**src/opc_pkg.sv**
```systemverilog
// Shared constants and types for the operator panel control block
package opc_pkg;

  // ****************************************
  // Widths and panel switch positions
  // ****************************************
  localparam int WORD_W = 16;       // Processor word width
  localparam int NBTN = 13;         // Panel push-buttons
  localparam int BTN_SEL_A = 0;     // Register select buttons, 0..5
  localparam int BTN_SEL_B = 1;
  localparam int BTN_SEL_M = 2;
  localparam int BTN_SEL_S = 3;
  localparam int BTN_SEL_P = 4;
  localparam int BTN_SEL_T = 5;
  localparam int BTN_RUN = 6;
  localparam int BTN_HALT = 7;      // Halt / single phase
  localparam int BTN_IPRE = 8;      // Processor preset
  localparam int BTN_XPRE = 9;      // I/O preset
  localparam int BTN_ISTEP = 10;    // instruction_single_step
  localparam int BTN_LOADER = 11;   // Loader access toggle
  localparam int BTN_CLR = 12;      // Clear display
  localparam int LOADER_WORDS = 64;     // Protected words at top of memory
  localparam int IO_PRESET_FIRST = 6;   // First select code hit by I/O preset
  localparam int IO_LAMP_CTRL_BIT = 4;  // Control bit whose clear lights lamp

  // ****************************************
  // Register map
  // ****************************************
  localparam logic [7:0] OFF_CTRL = 8'h00;
  localparam logic [7:0] OFF_STAT = 8'h04;
  localparam logic [7:0] OFF_DISP = 8'h08;
  localparam int CTRL_AUTO_BIT = 0;     // Automatic restart mode
  localparam int CTRL_LAMPCLR_BIT = 1;  // Write 1: put out the I/O preset lamp
  localparam logic CTRL_AUTO_RST = 1'b0;

  // ****************************************
  // Types
  // ****************************************
  typedef enum logic [2:0] {
    SEL_A = 3'h0, SEL_B = 3'h1, SEL_M = 3'h2, SEL_S = 3'h3, SEL_P = 3'h4, SEL_T = 3'h5
  } opc_sel_e;

  typedef enum logic [2:0] {
    ST_HALT = 3'b000, ST_RUN = 3'b001, ST_STOP = 3'b011,
    ST_PSTEP = 3'b010, ST_ISTEP = 3'b110
  } opc_mode_e;

  typedef struct packed {
    logic [WORD_W-1:0] a;
    logic [WORD_W-1:0] b;
    logic [WORD_W-1:0] m;
    logic [WORD_W-1:0] s;
    logic [WORD_W-1:0] p;
    logic [WORD_W-1:0] t;
  } opc_regs_s;

  typedef struct packed {
    logic force_fetch;
    logic clr_mprot;
    logic clr_parity;
    logic clr_flag0;
    logic clr_ovf;
    logic io_preset;
  } opc_cmd_s;

  typedef struct packed {
    logic run;
    logic halt;
    logic fetch;
    logic io_preset;
    logic loader;
  } opc_lamp_s;

endpackage

```
**src/opc_panel.sv**
```systemverilog
// Operator panel control: selection, editing, run modes, presets, loader gate
//
// Contract
// Panel shows the selected processor register
// Bit switches edit the held panel value
// Halt shows memory word or addressed accumulator
// Loader switch gates top 64 words
// Loader open only if set at run
// A halt from run or stop clears the loader switch; a halt at the end of a phase or instruction step leaves it set
// Run locks all but halt, bits, clear
// Run lamp lit in run mode
// Processor preset: fetch, unprotect, clear parity/flag0/overflow
// Halt in run stops after current phase
// Halt press in halt steps one phase
// Halt lamp lit, dark while phase stepping
// I/O preset clears controls, sets flags
// I/O lamp lights on bit4 clear/press
// Auto restart: lamp held until program/press
// Instruction step runs one whole instruction
// Fetch lamp lit in fetch phase
// Edited value written back on other switch
// Selecting program counter forces fetch phase
// After halt memory word is selected
// Buttons synchronised into single-cycle press events
// Locked-out presses during run are dropped
module opc_panel (
  input wire logic mclk_i,
  input wire logic rst_i,
  input wire logic ce_i,
  input wire logic hsel_i,
  input wire logic [31:0] haddr_i,
  input wire logic [1:0] htrans_i,
  input wire logic hwrite_i,
  input wire logic [2:0] hsize_i,
  input wire logic [31:0] hwdata_i,
  input wire logic hready_i,
  output logic [31:0] hrdata_o,
  output logic hreadyout_o,
  output logic hresp_o,
  input wire logic [opc_pkg::NBTN-1:0] btn_i,
  input wire logic [opc_pkg::WORD_W-1:0] bit_sw_i,
  input wire opc_pkg::opc_regs_s regs_i,
  input wire logic fetch_i,
  input wire logic phase_end_i,
  input wire logic instr_end_i,
  input wire logic prog_halt_i,
  input wire logic [1:0] halt_acc_i,
  input wire logic ctrl4_clr_i,
  output logic proc_run_o,
  output opc_pkg::opc_cmd_s cmd_o,
  output logic wb_o,
  output opc_pkg::opc_sel_e wb_sel_o,
  output logic [opc_pkg::WORD_W-1:0] wb_data_o,
  output logic [opc_pkg::WORD_W-1:0] panel_o,
  output logic loader_open_o,
  output opc_pkg::opc_lamp_s lamp_o
);
  import opc_pkg::*;

  // ****************************************
  // Decode helpers
  // ****************************************
  // Live value of a processor register
  function automatic logic [WORD_W-1:0] reg_val(opc_regs_s r, opc_sel_e s);
    logic [WORD_W-1:0] v;
    v = r.t;
    unique case (s)
      SEL_A: v = r.a;
      SEL_B: v = r.b;
      SEL_M: v = r.m;
      SEL_S: v = r.s;
      SEL_P: v = r.p;
      default: v = r.t;
    endcase
    return v;
  endfunction

  // ****************************************
  // Button synchronisers and press detect
  // ****************************************
  logic [NBTN+WORD_W-1:0] sy1_reg, sy2_reg, sy3_reg;  // Stage 1 feeds stage 2 only
  logic [NBTN+WORD_W-1:0] press;                      // One-cycle press events
  logic [NBTN-1:0] btn;                               // Control buttons
  logic [WORD_W-1:0] bitp;                            // Bit switch presses

  always_ff @(posedge mclk_i) begin
    if (rst_i) begin
      sy1_reg <= '0;
      sy2_reg <= '0;
      sy3_reg <= '0;
    end else if (ce_i) begin
      sy1_reg <= {bit_sw_i, btn_i};
      sy2_reg <= sy1_reg;
      sy3_reg <= sy2_reg;
    end
  end

  // Rising edge of the settled level, so holding a button acts once
  always_comb begin
    press = sy2_reg & ~sy3_reg;
    btn = press[NBTN-1:0];
    bitp = press[NBTN+WORD_W-1:NBTN];
  end

  // ****************************************
  // Mode machine, selection and panel value
  // ****************************************
  opc_mode_e mode_reg, mode_next;
  opc_sel_e sel_reg, sel_next;
  logic [WORD_W-1:0] pan_reg, pan_next;   // Displayed or edited value
  logic dirty_reg, dirty_next;            // Operator edited the value
  logic ldsw_reg, ldsw_next;              // Loader access switch
  logic ldopen_reg, ldopen_next;          // Loader opened for this run
  logic iolamp_reg, iolamp_next;
  logic wb_reg, wb_next;
  opc_sel_e wbsel_reg, wbsel_next;
  logic [WORD_W-1:0] wbd_reg, wbd_next;
  opc_cmd_s cmd_reg, cmd_next;
  logic fetch_reg;
  logic auto_reg, auto_next;              // Automatic restart mode
  logic lampclr;                          // Software puts out I/O lamp
  logic halted;                           // Controls enabled
  logic sel_hit;
  opc_sel_e sel_btn;
  logic mode_hit;
  logic halt_evt;
  logic run_reg, run_next;                // Processor may run
  logic lrun_reg, lrun_next;              // Run lamp
  logic lhalt_reg, lhalt_next;            // Halt lamp

  always_comb begin
    mode_next = mode_reg;
    sel_next = sel_reg;
    pan_next = pan_reg;
    dirty_next = dirty_reg;
    ldsw_next = ldsw_reg;
    ldopen_next = ldopen_reg;
    iolamp_next = iolamp_reg;
    wb_next = 1'b0;
    wbsel_next = wbsel_reg;
    wbd_next = wbd_reg;
    cmd_next = '0;
    halt_evt = 1'b0;
    halted = (mode_reg == ST_HALT);
    // Locked-out presses are simply not seen while running
    sel_hit = halted && (btn[BTN_SEL_T:BTN_SEL_A] != 6'h00);
    sel_btn = SEL_T;
    for (int i = BTN_SEL_T; i >= BTN_SEL_A; i--) begin
      if (btn[i]) begin
        sel_btn = opc_sel_e'(i[2:0]);
      end
    end
    mode_hit = halted && (btn[BTN_RUN] || btn[BTN_ISTEP] || btn[BTN_HALT]);
    // Mode transitions
    unique case (mode_reg)
      ST_HALT: begin
        if (btn[BTN_RUN]) begin
          mode_next = ST_RUN;
          ldopen_next = ldsw_reg;
        end else if (btn[BTN_ISTEP]) begin
          mode_next = ST_ISTEP;
        end else if (btn[BTN_HALT]) begin
          mode_next = ST_PSTEP;
        end
      end
      ST_RUN: begin
        if (prog_halt_i) begin
          mode_next = ST_HALT;
          halt_evt = 1'b1;
        end else if (btn[BTN_HALT]) begin
          mode_next = ST_STOP;
        end
      end
      ST_STOP: begin
        if (phase_end_i || prog_halt_i) begin
          mode_next = ST_HALT;
          halt_evt = 1'b1;
        end
      end
      ST_PSTEP: begin
        if (phase_end_i) begin
          mode_next = ST_HALT;
        end
      end
      ST_ISTEP: begin
        if (instr_end_i) begin
          mode_next = ST_HALT;
        end
      end
      default: begin
        mode_next = ST_HALT;
      end
    endcase
    // Write back an edited value before leaving it
    if ((sel_hit || mode_hit) && dirty_reg) begin
      wb_next = 1'b1;
      wbsel_next = sel_reg;
      wbd_next = pan_reg;
      dirty_next = 1'b0;
    end
    if (sel_hit) begin
      sel_next = sel_btn;
      dirty_next = 1'b0;
      cmd_next.force_fetch = (sel_btn == SEL_P);
    end
    // Halt shows memory word unless an accumulator was addressed
    if (halt_evt) begin
      sel_next = (halt_acc_i == 2'h1) ? SEL_A : (halt_acc_i == 2'h2) ? SEL_B : SEL_T;
      dirty_next = 1'b0;
      ldsw_next = 1'b0;
      ldopen_next = 1'b0;
    end
    // Panel tracks the live register until edited
    if (!dirty_next) begin
      pan_next = reg_val(regs_i, sel_next);
    end
    if (btn[BTN_CLR] && !sel_hit && !halt_evt) begin
      pan_next = '0;
      dirty_next = 1'b1;
    end
    if (bitp != '0 && !sel_hit && !halt_evt) begin
      pan_next = (btn[BTN_CLR] ? '0 : pan_reg) ^ bitp;
      dirty_next = 1'b1;
    end
    if (halted && btn[BTN_LOADER]) begin
      ldsw_next = ~ldsw_reg;
    end
    if (halted && btn[BTN_IPRE]) begin
      cmd_next.force_fetch = 1'b1;
      cmd_next.clr_mprot = 1'b1;
      cmd_next.clr_parity = 1'b1;
      cmd_next.clr_flag0 = 1'b1;
      cmd_next.clr_ovf = 1'b1;
    end
    // I/O preset lamp: a setting event wins over any clear
    if (lampclr || (auto_reg && halted && btn[BTN_XPRE] && iolamp_reg)) begin
      iolamp_next = 1'b0;
    end else if (!auto_reg && btn[BTN_RUN] && halted) begin
      iolamp_next = 1'b0;
    end
    if (halted && btn[BTN_XPRE]) begin
      cmd_next.io_preset = 1'b1;
      if (!(auto_reg && iolamp_reg)) begin
        iolamp_next = 1'b1;
      end
    end
    if (ctrl4_clr_i) begin
      iolamp_next = 1'b1;
    end
    // Mode decodes registered so the pins come straight from flops
    run_next = (mode_next != ST_HALT);
    lrun_next = (mode_next == ST_RUN) || (mode_next == ST_STOP);
    lhalt_next = (mode_next == ST_HALT);
  end

  always_ff @(posedge mclk_i) begin
    if (rst_i) begin
      mode_reg <= ST_HALT;
      sel_reg <= SEL_T;
      pan_reg <= '0;
      dirty_reg <= 1'b0;
      ldsw_reg <= 1'b0;
      ldopen_reg <= 1'b0;
      iolamp_reg <= 1'b0;
      wb_reg <= 1'b0;
      wbsel_reg <= SEL_T;
      wbd_reg <= '0;
      cmd_reg <= '0;
      fetch_reg <= 1'b0;
      run_reg <= 1'b0;
      lrun_reg <= 1'b0;
      lhalt_reg <= 1'b1;
    end else if (ce_i) begin
      mode_reg <= mode_next;
      sel_reg <= sel_next;
      pan_reg <= pan_next;
      dirty_reg <= dirty_next;
      ldsw_reg <= ldsw_next;
      ldopen_reg <= ldopen_next;
      iolamp_reg <= iolamp_next;
      wb_reg <= wb_next;
      wbsel_reg <= wbsel_next;
      wbd_reg <= wbd_next;
      cmd_reg <= cmd_next;
      fetch_reg <= fetch_i;
      run_reg <= run_next;
      lrun_reg <= lrun_next;
      lhalt_reg <= lhalt_next;
    end
  end

  // ****************************************
  // Outputs, all straight from flip-flops
  // ****************************************
  always_comb begin
    proc_run_o = run_reg;
    cmd_o = cmd_reg;
    wb_o = wb_reg;
    wb_sel_o = wbsel_reg;
    wb_data_o = wbd_reg;
    panel_o = pan_reg;
    loader_open_o = ldopen_reg;
    lamp_o.run = lrun_reg;
    lamp_o.halt = lhalt_reg;
    lamp_o.fetch = fetch_reg;
    lamp_o.io_preset = iolamp_reg;
    lamp_o.loader = ldsw_reg;
  end

  // ****************************************
  // AHB-Lite slave, zero wait states
  // ****************************************
  logic ph_wr_reg, ph_wr_next;       // Write data phase pending
  logic [7:0] ph_off_reg, ph_off_next;
  logic [31:0] rd_reg, rd_next;
  logic aph;

  always_comb begin
    aph = hsel_i && hready_i && htrans_i[1];
    ph_wr_next = aph && hwrite_i;
    ph_off_next = haddr_i[7:0];
    rd_next = rd_reg;
    auto_next = auto_reg;
    lampclr = 1'b0;
    // Read data registered at the address phase; unmapped reads zero
    if (aph && !hwrite_i) begin
      unique case (haddr_i[7:0])
        OFF_CTRL: rd_next = {31'h0, auto_reg};
        OFF_STAT: rd_next = {24'h0, ldopen_reg, ldsw_reg, iolamp_reg, fetch_reg,
                             dirty_reg, mode_reg};
        OFF_DISP: rd_next = {13'h0, sel_reg, pan_reg};
        default: rd_next = 32'h0;
      endcase
    end
    if (ph_wr_reg && ph_off_reg == OFF_CTRL) begin
      auto_next = hwdata_i[CTRL_AUTO_BIT];
      lampclr = hwdata_i[CTRL_LAMPCLR_BIT];
    end
  end

  always_ff @(posedge mclk_i) begin
    if (rst_i) begin
      ph_wr_reg <= 1'b0;
      ph_off_reg <= 8'h00;
      rd_reg <= 32'h0;
      auto_reg <= CTRL_AUTO_RST;
      hreadyout_o <= 1'b1;
      hresp_o <= 1'b0;
    end else if (ce_i) begin
      ph_wr_reg <= ph_wr_next;
      ph_off_reg <= ph_off_next;
      rd_reg <= rd_next;
      auto_reg <= auto_next;
      hreadyout_o <= 1'b1;
      hresp_o <= 1'b0;
    end
  end

  always_comb begin
    hrdata_o = rd_reg;
  end

  // ****************************************
  // Checks
  // ****************************************
  property p_run_lock;
    @(posedge mclk_i) disable iff (rst_i) ce_i && !halted && !halt_evt |=> !wb_reg;
  endproperty
  a_run_lock: assert property (p_run_lock) else $error("write-back during run");

  property p_run_lamp;
    @(posedge mclk_i) disable iff (rst_i) ce_i && halted && btn[BTN_RUN] |=> lamp_o.run;
  endproperty
  a_run_lamp: assert property (p_run_lamp) else $error("run lamp dark after run");

  property p_loader_gate;
    @(posedge mclk_i) disable iff (rst_i)
      ce_i && halted && btn[BTN_RUN] |=> loader_open_o == $past(ldsw_reg);
  endproperty
  a_loader_gate: assert property (p_loader_gate) else $error("loader gate wrong");

  property p_halt_clr;
    @(posedge mclk_i) disable iff (rst_i) ce_i && halt_evt |=> !ldsw_reg && !loader_open_o;
  endproperty
  a_halt_clr: assert property (p_halt_clr) else $error("loader not cleared");

  property p_halt_sel;
    @(posedge mclk_i) disable iff (rst_i)
      ce_i && halt_evt && halt_acc_i == 2'h0 |=> sel_reg == SEL_T && !dirty_reg;
  endproperty
  a_halt_sel: assert property (p_halt_sel) else $error("memory word not shown");

  property p_preset;
    @(posedge mclk_i) disable iff (rst_i)
      ce_i && halted && btn[BTN_IPRE] |=> cmd_o.force_fetch && cmd_o.clr_ovf && cmd_o.clr_flag0;
  endproperty
  a_preset: assert property (p_preset) else $error("preset not issued");

  property p_step;
    @(posedge mclk_i) disable iff (rst_i)
      ce_i && halted && btn[BTN_HALT] |=> !lamp_o.halt && proc_run_o;
  endproperty
  a_step: assert property (p_step) else $error("phase step not started");

  property p_iolamp;
    @(posedge mclk_i) disable iff (rst_i) ce_i && ctrl4_clr_i |=> lamp_o.io_preset;
  endproperty
  a_iolamp: assert property (p_iolamp) else $error("I/O lamp dark");

  property p_pfetch;
    @(posedge mclk_i) disable iff (rst_i)
      ce_i && sel_hit && sel_btn == SEL_P |=> cmd_o.force_fetch;
  endproperty
  a_pfetch: assert property (p_pfetch) else $error("no fetch on select");

  c_run_stop: cover property (@(posedge mclk_i) mode_reg == ST_STOP ##[1:20] halted);
  c_wb: cover property (@(posedge mclk_i) wb_reg);
  c_istep: cover property (@(posedge mclk_i) mode_reg == ST_ISTEP ##[1:20] halted);

endmodule

```
**config.mk**
```make
export PLATFORM = sky130hd
export DESIGN_NAME = opc_panel
export DESIGN_NICKNAME = d
export VERILOG_FILES = /design/src/opc_pkg.sv /design/src/opc_panel.sv
export SDC_FILE = /design/constraint.sdc
export NUM_CORES = 1
export LEC_CHECK = 0
export BUFFER_PORTS_ARGS = -buffer_cell sky130_fd_sc_hd__buf_4
export CAP_MARGIN = 20
export CORE_UTILIZATION = 45
export CTS_BUF_LIST = sky130_fd_sc_hd__clkbuf_16
export DETAILED_ROUTE_END_ITERATION = 16
export PLACE_DENSITY_LB_ADDON = 0.3
export SLEW_MARGIN = 40
export SYNTH_ARGS = -nofsm -noshare
export SYNTH_HDL_FRONTEND = slang
export SYNTH_SLANG_ARGS = --single-unit
export TNS_END_PERCENT = 100
```
**constraint.sdc**
```tcl
create_clock -name mclk_i -period 2.9 [get_ports mclk_i]
set_clock_uncertainty 0.15 [all_clocks]
set_input_delay 0.145 -clock mclk_i [delete_from_list [all_inputs] [get_ports mclk_i]]
set_output_delay 0.145 -clock mclk_i [all_outputs]
set_load 0.02 [all_outputs]
```
==> impl_metrics.tcl <==
set metrics [dict create \
    status "complete, no violations" \
    numCtsBuffers 17 \
    grt_pass1_vias 6744 \
    multi_input_area_um2 4270 \
    timing.final.crit_share 0.967 \
    seq_area_frac_synth 0.421 \
    finalHoldViolations 0 \
    crit_required_ps 3060 \
    regArea_um2 3380 \
    worst_slew_margin_rel 0.517 \
    ctsRootBufferMaster "clkbuf_16" \
    io_buffer_count 216 \
    area_growth_pct 35.8 \
    maxSlewViolCount 0 \
    min_period_ps 2800 \
    grt_first_pass_wirelength_mm 35.1 \
    crit_path_end "panel_o[11]$_SDFFE_PP0P_" \
    detail_route.wl_per_cell_um 16.9 \
    place.gp.congestion 0.836 \
    ys_top_cells_by_area "dfxtp_1, mux2i_1, nor2_1" \
    crit_path_end_kind "flop" \
    r2r-end "panel_o[11]$_SDFFE_PP0P_" \
    powerDensity_nw_per_um2 557 \
    arrival_ps 2960 \
    switching_share 0.303 \
    cts.clk_slew.worst_paths_ps 70 \
    drcViolationCount 0 \
    crit_fanout 16 \
    r2r_start "sy2_reg[4]$_SDFFE_PP0P_" \
    n_antenna_cell 0 \
    initial_core_util 0.464 \
    via_per_inst 5.32 \
    tightestPinTransition_ps 724 \
    synth_top_cell_area_share 0.421 \
    switchingPower_uw 1840 \
    p_clk_frac 0.345 \
    drtIter0Drc 394 \
    vias 7223 \
    dp_cells 1280 \
    nNetsFinal 1327 \
    ys_types 68 \
    totalWireLength_mm 22.9 \
    ant_nets 0 \
    htree_levels 4 \
    syn_area_um2 8050 \
    finalHoldWorstSlack_ps 6.87 \
    worstSetupStartpoint "sy2_reg[4]$_SDFFE_PP0P_" \
    ys_seq_elements 169 \
    grt_max_degree 88 \
    clock_sinks 169 \
    die_area_um2 18400 \
    critPathKind "reg2reg" \
    io_pins 290 \
    drive_gt1_frac 0.294 \
    antenna_found_initial 0 \
    synth_edf_count 0 \
    synth_commonest_cells "dfxtp_1, nor2_1, mux2i_1" \
    ir_drop_v 0.000427 \
    stdcell_count 1357 \
    r2r_cells 10 \
    finalSetupViolations 0 \
    grt_overflow 0 \
    p_int_uw 4240 \
    synth_top_area_cell "dfxtp_1" \
    synth_cells 875 \
    n_fill_cell 1494 \
    core_area_um2 17400 \
    drt_first_pass_iters 4 \
    die_h_um 136 \
    combinationalPowerShare 0.234 \
    grt_use_total 0.247 \
    worstSkewPairLatency_ps 420 \
    async_reset_ff_frac 0 \
    cp-start-kind "flop" \
    avgSynthCellArea_um2 9.19 \
    p_seq_frac 0.421 \
    max_freq_mhz 357 \
    leakagePower_uw 0.00477 \
    ff2ff_setup_slack_ps 100 \
    maxCapViolCount 0 \
    die_w_um 136 \
    min_path_type "in2reg" \
    cts.path.max_buffers 2 \
    ys.flop_type "dfxtp_1" \
    hpwl_mm 16.5 \
    row_count 48 \
    yosysWarnings 0 \
    rsz0062_at_grt "yes" \
    cts_tree "yes" \
]
[worst min-delay path by stage]
stage / from / endpoint / slack [ps] / cells after the start
final: ce_i / auto_reg$_SDFFE_PP0P_ / 7 / 3
after global routing: ce_i / auto_reg$_SDFFE_PP0P_ / 40 / 3
after CTS: ce_i / auto_reg$_SDFFE_PP0P_ / 1 / 3
after detailed placement: btn_i[6] / sy1_reg[6]$_SDFFE_PP0P_ / 240 / 3
after global placement: bit_sw_i[13] / sy1_reg[26]$_SDFFE_PP0P_ / 230 / 3
after floorplan: btn_i[0] / sy1_reg[0]$_SDFFE_PP0P_ / 140 / 2
[through the flow]
step | total power [uW] | instance area (um^2) | util | setup slack [ps] | setup TNS, ps
4_1_cts | 6100 | 10900 | 0.626 | 11.1 | 0
5_1_grt | 6340 | 10900 | 0.630 | -9.80 | -10.1
3_3_place_gp | 3910 | 9870 | 0.568 | -13.2 | -83.6
6_report | 6080 | 10900 | 0.630 | 96.3 | 0
2_1_floorplan | 3450 | 8090 | - | 222 | 0
3_5_place_dp | 3950 | 9890 | 0.570 | 1.00 | 0
[timing repair]
| item | CTS | global route |
|---|---|---|
| endpoints found under the hold margin | 59 | 0 |
| hold buffers | 43 | 0 |
| setup endpoints to repair | 2 | 15 |
| buffers inserted | 0 | 2 |
| pin swaps | 1 | 2 |
| gates resized for setup | 1 | 7 |
[critical path, cell delays in order (launching register included)]
cell and delay [ps]:
dfxtp_1 320, nor2b_4 120, or4_4 550, or4b_1 490, o211ai_2 130, buf_4 170, o31ai_2 60, buf_6 170
nor2_1 120, a211oi_1 70, a221o_1 330
[cell families (layout without fill, tap and decap cells)]
kind of cell / count (synthesis) / after routing / synth area share
and+or+nand+nor: 281 / 281 / 0.164
other: 2 / 15 / 0.000933
DFF: 169 / 169 / 0.421
muxes: 131 / 131 / 0.166
adders and majority gates: 1 / 1 / 0.00155
xor gates and xnor gates: 16 / 16 / 0.0174
buffers and inverters: 91 / 335 / 0.0575
AOI/OAI and AO/OA: 184 / 184 / 0.172
[layer usage]
| layer | up-vias | track usage | part of all wire |
|---|---|---|---|
| met5 | - | 0 | 0 |
| met4 | 0 | 0.0968 | 0.024 |
| met3 | 37 | 0.0479 | 0.062 |
| met2 | 248 | 0.416 | 0.48 |
| met1 | 3379 | 0.310 | 0.44 |
| li1 | 3559 | - | - |
[power groups by stage]
stage                     combinational (uW)  sequential (uW)  clock (uW)
after floorplan                          840             2610           0
after global placement                  1300             2610           0
after detailed placement                1340             2610           0
after CTS                               1390             2560        2150
after global routing                    1530             2580        2230
final                                   1420             2560        2100
[layout by cell type, fill, tap and decap left out, types with 3 or more instances in the layout]
master,netlist,layout
nor3_1,7,7
nand3_1,3,3
a21oi_1,20,20
clkbuf_16,0,17
nor4_1,3,3
dfxtp_1,169,169
o21ai_2,9,9
a221o_1,5,5
and2_1,3,3
buf_6,2,3
nand2b_1,23,23
buf_12,0,4
mux2i_1,115,115
inv_1,3,5
clkinv_2,0,3
conb_1,2,15
dlygate4sd3_1,0,43
a22o_1,18,18
a211o_1,3,3
o21ai_0,23,23
nand4_1,5,5
a211oi_2,11,12
nor2_1,169,169
xnor2_1,16,16
o22ai_1,27,27
nor2b_1,10,10
nand2_1,28,27
mux2_1,10,10
a211oi_1,15,14
a22oi_1,24,24
inv_6,0,6
o21a_1,12,12
a31oi_1,3,3
buf_4,24,248
mux2_2,5,5
[layout make-up]
cell class / count / area share
Clock buffer: 17 / 0.0389
Clock inverter: 15 / 0.0109
Inverter: 4 / 0.00137
Multi-Input combinational cell: 628 / 0.391
Sequential cell: 169 / 0.310
Tap cell: 225 / 0.0258
Timing Repair Buffer: 299 / 0.223
No activity file was read; power rests on OpenSTA's default activity.
